===== src/pkg/sss_pkg.sv =====
// Constants and types for the synchronous serial shifter
//Operation
//Drive output bits on falling clock edge, sample input bits on rising edge.
//Two-bit mode field selects transmit-only, receive-only or full duplex.
//Software loads buffer, then writing start bit begins transmission.
//Buffered byte moves to shift register, leaves serial output LSB first.
//Moving transmit byte empties buffer and raises the serial interrupt.
//Internal clock transmit: stop clock after 8 bits until buffer is written.
//External clock transmit: software loads buffer before next byte starts.
//Output holds last bit of previous byte until first falling edge.
//Clearing start bit mid-transmit finishes the byte, then clears active flag.
//Setting inhibit during transmit aborts at once and clears active flag.
//External clock: clear start bit before next byte, else dummy byte sent.
//Receive mode: start bit enables reception, input shifted LSB first.
//After 8 received bits, copy to buffer and raise buffer-full interrupt.
//Internal clock receive: halt clock until software reads the buffer.
//Clearing start mid-receive completes byte into buffer, then flag clears.
//Setting inhibit during reception aborts at once and clears active flag.
//Changing transfer mode discards buffer contents.
//Full duplex: drive on falling, sample on rising, buffer and interrupt per byte.
//Full duplex: software reads received byte before writing next one.
//Internal clock duplex: wait until byte is read and next one written.
//External clock duplex: read and write before next shifting starts.
//Duplex: start clear finishes byte; inhibit aborts; both clear active flag.
//Internal clock mode generates one of seven rates onto clock pin.
//Clock source field 111 selects the external clock on the pin.
//Internal clock pin sits high when a transfer begins.
//Active flag sets on start and stays set while shifting.
package sss_pkg;
    localparam logic [1:0] ADDR_CTRL   = 2'h0;
    localparam logic [1:0] ADDR_DATA   = 2'h1;
    localparam logic [1:0] ADDR_STATUS = 2'h2;
    localparam int         CTRL_START  = 7;
    localparam int         CTRL_INH    = 6;
    localparam int         CTRL_MODE   = 4;
    localparam int         CTRL_SRC    = 0;
    localparam int         STAT_ACTIVE = 7;
    localparam int         STAT_FULL   = 6;
    localparam logic [7:0] CTRL_RESET  = 8'h00;
    localparam logic [2:0] SRC_EXT     = 3'h7;
    localparam logic [3:0] BITS_BYTE   = 4'h8;
    localparam logic [1:0] MODE_TX     = 2'h0;
    localparam logic [1:0] MODE_RX     = 2'h1;
    localparam logic [1:0] MODE_TRX    = 2'h2;
    localparam int         DIV_BASE    = 4;
    typedef enum logic [2:0] {
        SSS_IDLE  = 3'b001,
        SSS_SHIFT = 3'b010,
        SSS_WAIT  = 3'b100
    } sss_state_t;
    typedef struct packed {
        logic [1:0] addr;
        logic [7:0] wdata;
        logic       wr;
        logic       rd;
    } sss_bus_t;
    typedef struct packed {
        logic sck_o;
        logic sck_oe;
        logic so;
    } sss_pins_t;
endpackage


===== src/verilog/sss_shifter.sv =====
// Clock-synchronous 8-bit serial shifter with register port
`timescale 1ns/1ns
module sss_shifter #(
    parameter int DIV_BASE = sss_pkg::DIV_BASE
) (
    input  wire logic                core_clk_i,
    input  wire logic                resetn_i,
    input  wire sss_pkg::sss_bus_t   bus_i,
    output logic [7:0]               rdata_o,
    input  wire logic                sck_i,
    input  wire logic                si_i,
    output sss_pkg::sss_pins_t       pins_o,
    output logic                     serial_iface_irq_o
);
    logic [7:0]            sio_control_one_ff;
    logic [7:0]            shared_data_buffer_ff;
    logic [7:0]            shreg_ff;
    logic [3:0]            bitcnt_ff;
    logic                  buf_full_ff;
    logic                  rx_unread_ff;
    logic                  active_ff;
    logic                  irq_ff;
    logic [7:0]            rdata_ff;
    sss_pkg::sss_state_t   state_ff;
    logic [2:0]            sck_sync_ff;
    logic [1:0]            si_sync_ff;
    logic                  sck_int_ff;
    logic                  so_ff;
    logic [15:0]           div_ff;
    logic                  fall_ev;
    logic                  rise_ev;
    logic                  tick;
    logic                  ext_clk;
    logic [1:0]            mode;
    logic                  wr_ctrl;
    logic                  wr_data;
    logic                  rd_data;
    logic                  rx_on;
    logic                  tx_on;
    logic                  start_req;
    logic                  byte_done;
    logic                  inhibit;
    logic [15:0]           div_lim;

    assign mode    = sio_control_one_ff[sss_pkg::CTRL_MODE +: 2];
    assign ext_clk = sio_control_one_ff[sss_pkg::CTRL_SRC +: 3] == sss_pkg::SRC_EXT;
    assign wr_ctrl = bus_i.wr && bus_i.addr == sss_pkg::ADDR_CTRL;
    assign wr_data = bus_i.wr && bus_i.addr == sss_pkg::ADDR_DATA;
    assign rd_data = bus_i.rd && bus_i.addr == sss_pkg::ADDR_DATA;
    assign inhibit = wr_ctrl && bus_i.wdata[sss_pkg::CTRL_INH];
    assign rx_on   = mode != sss_pkg::MODE_TX;
    assign tx_on   = mode != sss_pkg::MODE_RX;

    // Seven internal rates: divider limit plus one doubles per source code
    function automatic logic [15:0] rate_limit(input logic [2:0] src);
        rate_limit = 16'(DIV_BASE << src) - 16'h0001;
    endfunction
    assign div_lim = rate_limit(sio_control_one_ff[sss_pkg::CTRL_SRC +: 3]);

    // Pin synchronisers; edges are found past the second stage only
    always_ff @(posedge core_clk_i or negedge resetn_i) begin
        if (!resetn_i) begin
            sck_sync_ff <= 3'h7;
            si_sync_ff  <= 2'h0;
        end else begin
            sck_sync_ff <= {sck_sync_ff[1:0], sck_i};
            si_sync_ff  <= {si_sync_ff[0], si_i};
        end
    end

    // Internal clock: half-period ticks while shifting
    always_ff @(posedge core_clk_i or negedge resetn_i) begin
        if (!resetn_i) begin
            div_ff <= 16'h0000;
        end else if (state_ff != sss_pkg::SSS_SHIFT || ext_clk || div_ff == div_lim) begin
            div_ff <= 16'h0000;
        end else begin
            div_ff <= div_ff + 16'h0001;
        end
    end
    assign tick = state_ff == sss_pkg::SSS_SHIFT && !ext_clk && div_ff == div_lim;

    always_ff @(posedge core_clk_i or negedge resetn_i) begin
        if (!resetn_i) begin
            sck_int_ff <= 1'b1;
        end else if (state_ff != sss_pkg::SSS_SHIFT) begin
            sck_int_ff <= 1'b1;
        end else if (tick) begin
            sck_int_ff <= ~sck_int_ff;
        end
    end

    always_comb begin
        if (ext_clk) begin
            fall_ev = sck_sync_ff[2] && !sck_sync_ff[1];
            rise_ev = !sck_sync_ff[2] && sck_sync_ff[1];
        end else begin
            fall_ev = tick && sck_int_ff;
            rise_ev = tick && !sck_int_ff;
        end
    end

    assign byte_done = rise_ev && bitcnt_ff == sss_pkg::BITS_BYTE - 4'h1;
    // Next byte may begin: buffer loaded for transmit, emptied for receive
    assign start_req = sio_control_one_ff[sss_pkg::CTRL_START]
                     && (mode == sss_pkg::MODE_RX ? !buf_full_ff
                        : (mode == sss_pkg::MODE_TX ? buf_full_ff
                           : buf_full_ff && !rx_unread_ff));

    // Control register; inhibit is a strobe and does not stay set
    always_ff @(posedge core_clk_i or negedge resetn_i) begin
        if (!resetn_i) begin
            sio_control_one_ff <= sss_pkg::CTRL_RESET;
        end else if (wr_ctrl) begin
            sio_control_one_ff <= bus_i.wdata & ~(8'h01 << sss_pkg::CTRL_INH);
        end
    end

    // Sequencer
    always_ff @(posedge core_clk_i or negedge resetn_i) begin
        if (!resetn_i) begin
            state_ff  <= sss_pkg::SSS_IDLE;
            bitcnt_ff <= 4'h0;
            active_ff <= 1'b0;
        end else if (inhibit) begin
            state_ff  <= sss_pkg::SSS_IDLE;
            bitcnt_ff <= 4'h0;
            active_ff <= 1'b0;
        end else begin
            case (state_ff)
                sss_pkg::SSS_IDLE, sss_pkg::SSS_WAIT: begin
                    if (start_req) begin
                        state_ff  <= sss_pkg::SSS_SHIFT;
                        bitcnt_ff <= 4'h0;
                        active_ff <= 1'b1;
                    end else if (!sio_control_one_ff[sss_pkg::CTRL_START]) begin
                        state_ff  <= sss_pkg::SSS_IDLE;
                        active_ff <= 1'b0;
                    end else if (ext_clk && fall_ev) begin
                        state_ff  <= sss_pkg::SSS_SHIFT;
                        bitcnt_ff <= 4'h0;
                        active_ff <= 1'b1;
                    end else begin
                        state_ff <= sss_pkg::SSS_WAIT;
                    end
                end
                sss_pkg::SSS_SHIFT: begin
                    if (byte_done) begin
                        state_ff  <= sss_pkg::SSS_WAIT;
                        bitcnt_ff <= 4'h0;
                    end else if (rise_ev) begin
                        bitcnt_ff <= bitcnt_ff + 4'h1;
                    end
                end
                default: begin
                    state_ff <= sss_pkg::SSS_IDLE;
                end
            endcase
        end
    end

    // Shift register and output pin
    always_ff @(posedge core_clk_i or negedge resetn_i) begin
        if (!resetn_i) begin
            shreg_ff <= 8'h00;
            so_ff    <= 1'b1;
        end else if (state_ff != sss_pkg::SSS_SHIFT && start_req) begin
            shreg_ff <= shared_data_buffer_ff;
        end else if (state_ff == sss_pkg::SSS_SHIFT) begin
            if (fall_ev && tx_on) begin
                so_ff <= shreg_ff[0];
            end
            if (rise_ev) begin
                shreg_ff <= {rx_on ? si_sync_ff[1] : 1'b0, shreg_ff[7:1]};
            end
        end
    end

    // Data buffer: full flag means loaded for transmit, unread for receive
    always_ff @(posedge core_clk_i or negedge resetn_i) begin
        if (!resetn_i) begin
            shared_data_buffer_ff <= 8'h00;
            buf_full_ff           <= 1'b0;
        end else if (wr_ctrl && bus_i.wdata[sss_pkg::CTRL_MODE +: 2] != mode) begin
            shared_data_buffer_ff <= 8'h00;
            buf_full_ff           <= 1'b0;
        end else if (byte_done && rx_on) begin
            shared_data_buffer_ff <= {si_sync_ff[1], shreg_ff[7:1]};
            buf_full_ff           <= mode == sss_pkg::MODE_RX ? 1'b1 : buf_full_ff;
        end else if (state_ff != sss_pkg::SSS_SHIFT && start_req && mode != sss_pkg::MODE_RX) begin
            buf_full_ff <= 1'b0;
        end else if (wr_data) begin
            shared_data_buffer_ff <= bus_i.wdata;
            buf_full_ff           <= mode != sss_pkg::MODE_RX;
        end else if (rd_data && mode != sss_pkg::MODE_TX) begin
            buf_full_ff <= mode == sss_pkg::MODE_TRX ? buf_full_ff : 1'b0;
        end
    end

    // Received byte not yet read; in duplex it holds off the next byte
    always_ff @(posedge core_clk_i or negedge resetn_i) begin
        if (!resetn_i) begin
            rx_unread_ff <= 1'b0;
        end else if (wr_ctrl && bus_i.wdata[sss_pkg::CTRL_MODE +: 2] != mode) begin
            rx_unread_ff <= 1'b0;
        end else if (byte_done && rx_on) begin
            rx_unread_ff <= 1'b1;
        end else if (rd_data) begin
            rx_unread_ff <= 1'b0;
        end
    end

    // Interrupt pulse on buffer empty (transmit) or buffer full (receive)
    always_ff @(posedge core_clk_i or negedge resetn_i) begin
        if (!resetn_i) begin
            irq_ff <= 1'b0;
        end else begin
            irq_ff <= (byte_done && rx_on)
                   || (state_ff != sss_pkg::SSS_SHIFT && start_req
                       && mode == sss_pkg::MODE_TX && !inhibit);
        end
    end

    always_ff @(posedge core_clk_i or negedge resetn_i) begin
        if (!resetn_i) begin
            rdata_ff <= 8'h00;
        end else if (bus_i.rd) begin
            case (bus_i.addr)
                sss_pkg::ADDR_CTRL:   rdata_ff <= sio_control_one_ff;
                sss_pkg::ADDR_DATA:   rdata_ff <= shared_data_buffer_ff;
                sss_pkg::ADDR_STATUS: rdata_ff <= {active_ff, buf_full_ff, 6'h00};
                default:              rdata_ff <= 8'h00;
            endcase
        end else begin
            rdata_ff <= 8'h00;
        end
    end

    assign rdata_o            = rdata_ff;
    assign serial_iface_irq_o = irq_ff;
    assign pins_o.sck_o       = sck_int_ff;
    assign pins_o.sck_oe      = !ext_clk;
    assign pins_o.so          = so_ff;
endmodule // sss_shifter


===== config.mk =====
export PLATFORM = sky130hd
export DESIGN_NAME = sss_shifter
export DESIGN_NICKNAME = d
export VERILOG_FILES = /design/src/pkg/sss_pkg.sv /design/src/verilog/sss_shifter.sv
export SDC_FILE = /design/constraint.sdc
export NUM_CORES = 1
export LEC_CHECK = 0
export BUFFER_PORTS_ARGS = -buffer_cell sky130_fd_sc_hd__clkbuf_2
export CAP_MARGIN = 20
export CORE_MARGIN = 5
export CORE_UTILIZATION = 64
export DETAILED_ROUTE_END_ITERATION = 6
export PLACE_DENSITY = 0.9
export SYNTH_ARGS = -nofsm -noshare
export SYNTH_HDL_FRONTEND = slang
export SYNTH_SLANG_ARGS = --single-unit

===== constraint.sdc =====
create_clock -name core_clk_i -period 6.8 [get_ports core_clk_i]
set_input_delay 0.68 -clock core_clk_i [delete_from_list [all_inputs] [get_ports core_clk_i]]
set_output_delay 0.68 -clock core_clk_i [all_outputs]
set_load 0.01 [all_outputs]

After elaboration in Yosys (flattened, before gate mapping)
Index checks and enable logic that the tools add are counted.
Storage, ports and cells
  logic and storage cells: 137
  bits in registers: 65
Cells by class
  equal/unequal tests: 21
  bitwise operators: 2
  reductions and logical operators: 50
  add/sub/neg operators: 3
  multiplexer cells: 45
  shifts and indexed selects: 1
Operator list (count)
  $mux W8: 8
  $mux W4: 6
  $pmux W8 S3: 1
  $logic_and A1 B1 Y1: 22
  $mux W1: 22
  $add A16 B1 Y16 const B: 1
  $eq A16 B16 Y1: 1
  $mux W16: 1
  $shl A3 B3 Y16 const A: 1
  $sub A16 B1 Y16 const B: 1
  $mux W3: 5
  $ne A4 B4 Y1 const B: 3
  $reduce_bool A2 Y1: 5
  $reduce_bool A3 Y1: 3
  $pmux W4 S2: 1
  $logic_not A1 Y1: 7
  $eq A3 B3 Y1 const B: 2
  $ne A3 B2 Y1 const B: 2
  $ne A3 B3 Y1 const B: 2
  $pmux W3 S2: 1
  $reduce_and A2 Y1: 3
  $reduce_and A3 Y1: 2
  $ne A5 B5 Y1 const B: 1
  $reduce_bool A5 Y1: 1
  other kinds (14): 20

Longest topological paths before layout
  depth after elaboration: 12
  gate-level depth with buffers: 13

Worst setup path after synthesis
No wires, ideal clock.
  kind: reg-to-reg
  from: register sio_control_one_ff[1]
  to: register so_ff
  data required time: 6.715 ns
  period minus slack after synthesis: 2.745 ns
  cell stages (with the launch flop): 13
  slack: 4.055 ns
  arrival time: 2.660 ns
  cell sequence: dfrtp_1 nor2_1 nand2_1 ha_1 buf_6 xnor2_1 or4_1 nand3_1 a221o_2 or4b_4 nor2_1 o211ai_1 mux2_1
Between the ends
  longest elaborated chain between the ends: 8
  elaborated cells between the ends (all ways): 11
Ends and longest elaborated chain
  start, declared: RTL line sss_shifter.sv:15  | logic [7:0] sio_control_one_ff;
  start signal, assigned: RTL line sss_shifter.sv:113  | sio_control_one_ff <= sss_pkg::CTRL_RESET;
  start signal, assigned: RTL line sss_shifter.sv:115  | sio_control_one_ff <= bus_i.wdata & ~(8'h01 << sss_pkg::CTRL_INH);
  $shl A3 B3 Y16 or $eq A3 B3 Y1 (tied branches): RTL line sss_shifter.sv:56, sss_shifter.sv:46
  $sub A16 B1 Y16 or $logic_not A1 Y1 (tied branches): RTL line sss_shifter.sv:56, sss_shifter.sv:81
  $eq A16 B16 Y1 or $logic_and A1 B1 Y1 (tied branches): RTL line sss_shifter.sv:81  | assign tick = state_ff == sss_pkg::SSS_SHIFT && !ext_clk && div_ff == div_lim;
  $logic_and A1 B1 Y1: RTL line sss_shifter.sv:81
  $logic_and A1 B1 Y1: RTL line sss_shifter.sv:98  | fall_ev = tick && sck_int_ff;
  $mux W1 *: RTL line sss_shifter.sv:94  | if (ext_clk) begin
  $logic_and A1 B1 Y1 *: RTL line sss_shifter.sv:170  | if (fall_ev && tx_on) begin
  $reduce_and A3 Y1 (no line) *
  end signal, assigned: RTL line sss_shifter.sv:171  | so_ff <= shreg_ff[0];
  end, declared: RTL line sss_shifter.sv:28  | logic so_ff;
Every way passes the cells marked *; elsewhere a longest branch is shown, timed or not.
A chain may end at the register's enable or synchronous reset.

Final worst setup path
  from: register sio_control_one_ff[2]
  to: register shared_data_buffer_ff[3]
Between the ends
  longest elaborated chain between the ends: 10
  elaborated cells between the ends (all ways): 16
Ends and longest elaborated chain
  $shl A3 B3 Y16 or $eq A3 B3 Y1 (tied branches): RTL line sss_shifter.sv:56, sss_shifter.sv:46
  $sub A16 B1 Y16 or $logic_not A1 Y1 (tied branches): RTL line sss_shifter.sv:56, sss_shifter.sv:81
  $eq A16 B16 Y1 or $logic_and A1 B1 Y1 (tied branches): RTL line sss_shifter.sv:81
  $logic_and A1 B1 Y1: RTL line sss_shifter.sv:81
  $logic_and A1 B1 Y1: RTL line sss_shifter.sv:99  | rise_ev = tick && !sck_int_ff;
  $mux W1 *: RTL line sss_shifter.sv:94
  $logic_and A1 B1 Y1 *: RTL line sss_shifter.sv:103  | assign byte_done = rise_ev && bitcnt_ff == sss_pkg::BITS_BYTE - 4'h1;
  $logic_and A1 B1 Y1 *: RTL line sss_shifter.sv:187  | end else if (byte_done && rx_on) begin
  $ne A3 B3 Y1 (no line), or another cell as far along
  $reduce_and A2 Y1 (no line) or $mux W8 (tied branches)
  end signal, assigned: RTL line sss_shifter.sv:188  | shared_data_buffer_ff <= {si_sync_ff[1], shreg_ff[7:1]};
  end signal, assigned: RTL line sss_shifter.sv:193  | shared_data_buffer_ff <= bus_i.wdata;
  end, declared: RTL line sss_shifter.sv:16  | logic [7:0] shared_data_buffer_ff;
Marked as above.

==> impl_table.tex <==
\begin{tabular}{lr}
\hline
Metric & Value \\
\hline
\multicolumn{2}{l}{\textbf{Outcome}} \\
\quad Run status & finished, final reports clean \\
\multicolumn{2}{l}{\textbf{Setup path}} \\
\quad Data required time at the worst endpoint & 7060 ps \\
\quad Startpoint type of the worst setup path & flop \\
\quad R2r startpoint & sio\_control\_one\_ff[2] \\
\quad Delay of the slowest cell on the worst path & 510 ps \\
\quad Critical path, cell by cell & nor2\_1 > nand2\_1 > ha\_1 > xnor2\_1 > mux2i\_1 > a21o\_1 > nor4b\_1 > a21o\_1 > and2b\_1 > nand2\_1 > o22ai\_1 \\
\quad Maximum fanout count along the critical path & 12 \\
\quad Arrival @ worst endpoint & 3670 ps \\
\quad Slowest cell on the critical path & dfrtp\_1 \\
\quad Register-to-Register Path Depth & 11 \\
\quad R2R Path End & shared\_data\_buffer\_ff[3] \\
\quad Sort of element at the end of the critical path & flop \\
\quad Worst setup path class & flop to flop \\
\quad Setup slack on the worst flop-to-flop path & 3390 ps \\
\multicolumn{2}{l}{\textbf{Die}} \\
\quad Die Y & 82.7 um \\
\quad Total number of placement rows & 26 \\
\quad Number of placed I/O pins & 28 \\
\quad Core Footprint & 5110 um\^{}2 \\
\quad Total Die Area & 6840 um\^{}2 \\
\quad Die extent in x & 82.7 um \\
\quad Starting Density & 0.662 \\
\multicolumn{2}{l}{\textbf{Synthesis}} \\
\quad Most instantiated flip-flop cell in the synthesis netlist & dfrtp\_1 \\
\quad Number of enable flip-flop cells after synthesis & 0 \\
\quad Async set-or-reset flop fraction in the synthesized netlist & 1.00 \\
\quad Share of the yosys chip area belonging to registers & 0.483 \\
\quad Avg Inst Size Synth & 9.75 um\^{}2 \\
\quad Number of nets in the synthesized netlist & 366 \\
\quad Yosys warning total & 0 \\
\quad Synthesized instance count & 347 \\
\quad Seq cells post-synth & 65 \\
\quad Distinct cell type count of the synthesized netlist & 56 \\
\quad Cell Area, Synth & 3380 um\^{}2 \\
\multicolumn{2}{l}{\textbf{Pwr}} \\
\quad Combinational Power Share & 0.183 \\
\quad Clk pwr share & 0.356 \\
\quad Cell-internal power & 0.000760 W \\
\quad Peak ir drop on the vdd network & 0.210 mV \\
\quad Power density relative to cell area & 287 nW/um\^{}2 \\
\quad Tot Pwr & 0.00108 W \\
\quad Total net switching power & 0.000318 W \\
\quad Static Leakage & 1.71 nW \\
\quad Part of the power in registers & 0.460 \\
\quad Switching Share & 0.295 \\
\multicolumn{2}{l}{\textbf{Placed design}} \\
\quad Count of input and output buffers & 27 \\
\quad Setup WS pre-CTS & 3490 ps \\
\quad Placed instance area & 3520 um\^{}2 \\
\quad HPWL after DPL & 4.67 mm \\
\quad GP Congestion & 0.868 \\
\multicolumn{2}{l}{\textbf{GRT}} \\
\quad Vias in the first global route & 2523 \\
\quad Overall Global Routing Usage & 0.228 \\
\quad Total congestion overflow after global routing & 0 \\
\quad Antenna violations before repair & 0 \\
\quad Wire length of the first global-routing pass & 11.7 mm \\
\quad Maximum number of pins on one net before global-route repair & 66 \\
\multicolumn{2}{l}{\textbf{Detailed routing}} \\
\quad Remaining routing DRC violations & 0 \\
\quad Top routing layer in use & met4 \\
\quad Routed Antenna Nets & 0 \\
\quad Amount of wire on met2 after detailed routing & 3.18 mm \\
\quad DRC violation total after the first TritonRoute iteration & 211 \\
\quad Met3 wire len & 493 um \\
\quad Post-detailed-routing wire length & 6.92 mm \\
\quad Via density per instance & 5.98 \\
\quad Routed met1 length & 3.09 mm \\
\quad Drt wl/cell & 15.6 um \\
\quad Detailed-routing iteration count for the pre-antenna-repair pass & 4 \\
\quad Detailed-route via count & 2653 \\
\multicolumn{2}{l}{\textbf{Flow run}} \\
\quad Number of max-capacitance violations reported & 0 \\
\multicolumn{2}{l}{\textbf{Clock network}} \\
\quad Clock buffers created by TritonCTS & 9 \\
\quad H-tree lvl count & 3 \\
\quad Number of sinks handled by clock tree synthesis & 65 \\
\quad CTS tree & built \\
\quad Clk pin slew, worst setup/hold paths & 70 ps \\
\quad Maximum buffer depth of the clock tree & 2 \\
\quad Cell chosen for the clock root & clkbuf\_8 \\
\quad Source-to-sink clock delay at the later pin of the worst-skew pair & 350 ps \\
\quad \# Post-CTS Setup Buffers & 0 \\
\quad Cts hold-fix bufs & 0 \\
\quad Post-cts resize count & 0 \\
\multicolumn{2}{l}{\textbf{Layout}} \\
\quad Synth-to-layout area growth & 11.1\% \\
\quad Fraction of final layout cells with drive strength greater than 1 & 0.168 \\
\quad Total Nets Final & 388 \\
\quad Final design instance area without fill & 3760 um\^{}2 \\
\quad Layout fillers & 360 \\
\quad Most common library cell in the layout ignoring fill and taps & dfrtp\_1 \\
\quad Leading cell types in the layout, fill and taps excluded & dfrtp\_1, nor2\_1, nand2\_1 \\
\quad Number of inserted diodes & 0 \\
\multicolumn{2}{l}{\textbf{STA}} \\
\quad Tightest slew margin relative to the limit & 0.472 \\
\quad Actual slew at the worst max-slew pin & 791 ps \\
\quad Final setup slack of the worst path & 3390 ps \\
\quad Min Hold Slack & 360 ps \\
\quad \# setup viols final & 0 \\
\quad Number of pins with negative max-slew slack in the final report & 0 \\
\quad Setup repair after global routing missed its margin & no \\
\quad Setup TNS & 0 ps \\
\quad Minimum clock period & 3410 ps \\
\quad Worst setup skew after layout & 11.0 ps \\
\quad F\_max & 294 MHz \\
\quad Tcrit/Tclk final & 0.501 \\
\quad Final hold violation count & 0 \\
\multicolumn{2}{l}{\textbf{Hold path}} \\
\quad Min-delay src & si\_sync\_ff[0] \\
\quad Type of the worst min-delay path & flop to flop \\
\quad Worst Hold Endpoint & si\_sync\_ff[1] \\
\quad Number of stages on the worst hold path & 0 \\
\hline
\end{tabular}
[cells in the mapped netlist (2+ instances only)]
cell type   n  area [um^2]
o21ai_1     2         10.0
o22ai_1    10         62.6
nor2_1     44          165
nand3_1    19         95.1
xor2_1     13          114
buf_2       6         30.0
xnor2_1     9         78.8
or4_1       3         22.5
o211ai_1    8         60.1
nor3b_1     4         30.0
inv_1      16         60.1
dfstp_2     6          158
and3_1      7         43.8
nor3_1      2         10.0
a21oi_1     6         30.0
o21ai_0    11         55.1
dfrtp_1    59         1480
nor2b_1     4         25.0
or3_1       2         12.5
buf_4       3         22.5
o2111ai_1   2         17.5
ha_1        3         37.5
nor4b_1     2         17.5
nand2_1    31          116
clkbuf_1    6         22.5
a22oi_1    10         75.1
buf_6       2         22.5
nand3b_1    3         22.5
mux2_2      5         56.3
mux2i_1    13          130
a21o_1      3         22.5
and2_1      5         31.3
nand2b_1    5         31.3
[metal layers]
| layer | up-vias | track usage |
|---|---|---|
| met5 | - | 0 |
| met4 | 0 | 0.111 |
| met3 | 18 | 0.0434 |
| met2 | 107 | 0.353 |
| met1 | 1275 | 0.308 |
| li1 | 1253 | - |
[power groups by stage]
stage | registers, W | logic, W | clock network (W)
6_report | 0.000496 | 0.000198 | 0.000384
5_1_grt | 0.000502 | 0.000221 | 0.000406
4_1_cts | 0.000494 | 0.000197 | 0.000388
3_5_place_dp | 0.000500 | 0.000195 | 0
3_3_place_gp | 0.000498 | 0.000189 | 0
2_1_floorplan | 0.000480 | 0.000162 | 0
[worst max-delay path, delay by kind of cell (launching register included)]
family,cells,cell delay (ps)
adder cells (fa/ha/maj),1,320
XOR/XNOR,1,280
AO/OA/AOI/OAI,3,740
flip-flops,1,510
AND/OR/NAND/NOR,5,1360
multiplexers,1,110
[cell families after synthesis]
family	after synthesis	synth area share
buffers and inverters	34	0.0477
AOI/OAI and AO/OA	64	0.129
DFF	65	0.483
muxes	19	0.0585
xor gates and xnor gates	22	0.0570
and+or+nand+nor	140	0.214
adders and majority gates	3	0.0111
[how the worst max path moves through the flow]
stage	slack [ps]	startpoint	cells past startpoint	end
after global routing	3150	sio_control_one_ff[1]	11	shared_data_buffer_ff[3]
after floorplan	4060	sio_control_one_ff[1]	12	so_ff
after detailed placement	3490	sio_control_one_ff[1]	11	shared_data_buffer_ff[0]
final	3390	sio_control_one_ff[2]	11	shared_data_buffer_ff[3]
after CTS	3440	sio_control_one_ff[2]	11	shared_data_buffer_ff[2]
after global placement	3670	sio_control_one_ff[1]	11	bitcnt_ff[3]
[cell type report]
class,instances,area [um^2],share of cell area
clock buffers,11,151,0.0403
flip-flops and latches,65,1630,0.435
clock inverters,5,86.3,0.0230
multi-input cells,248,1590,0.422
inverters,16,60.1,0.0160
well taps,70,87.6,0.0233
repair buffers,29,150,0.0400
[metrics by stage]
step | std cells | util
CTS | 444 | 0.735
global route | 444 | 0.735
floorplan | 347 | -
global placement | 428 | 0.689
finish | 444 | 0.735
detailed placement | 428 | 0.689
[state kept, by name (all words and copies together), names as in the netlist, 2 cells and up]
| name | flops |
|---|---|
| sio_control_one_ff | 7 |
| state_ff | 3 |
| shreg_ff | 8 |
| sck_sync_ff | 3 |
| bitcnt_ff | 4 |
| rdata_o | 8 |
| div_ff | 16 |
| si_sync_ff | 2 |
| shared_data_buffer_ff | 8 |
(Power assumes the default switching activity.)
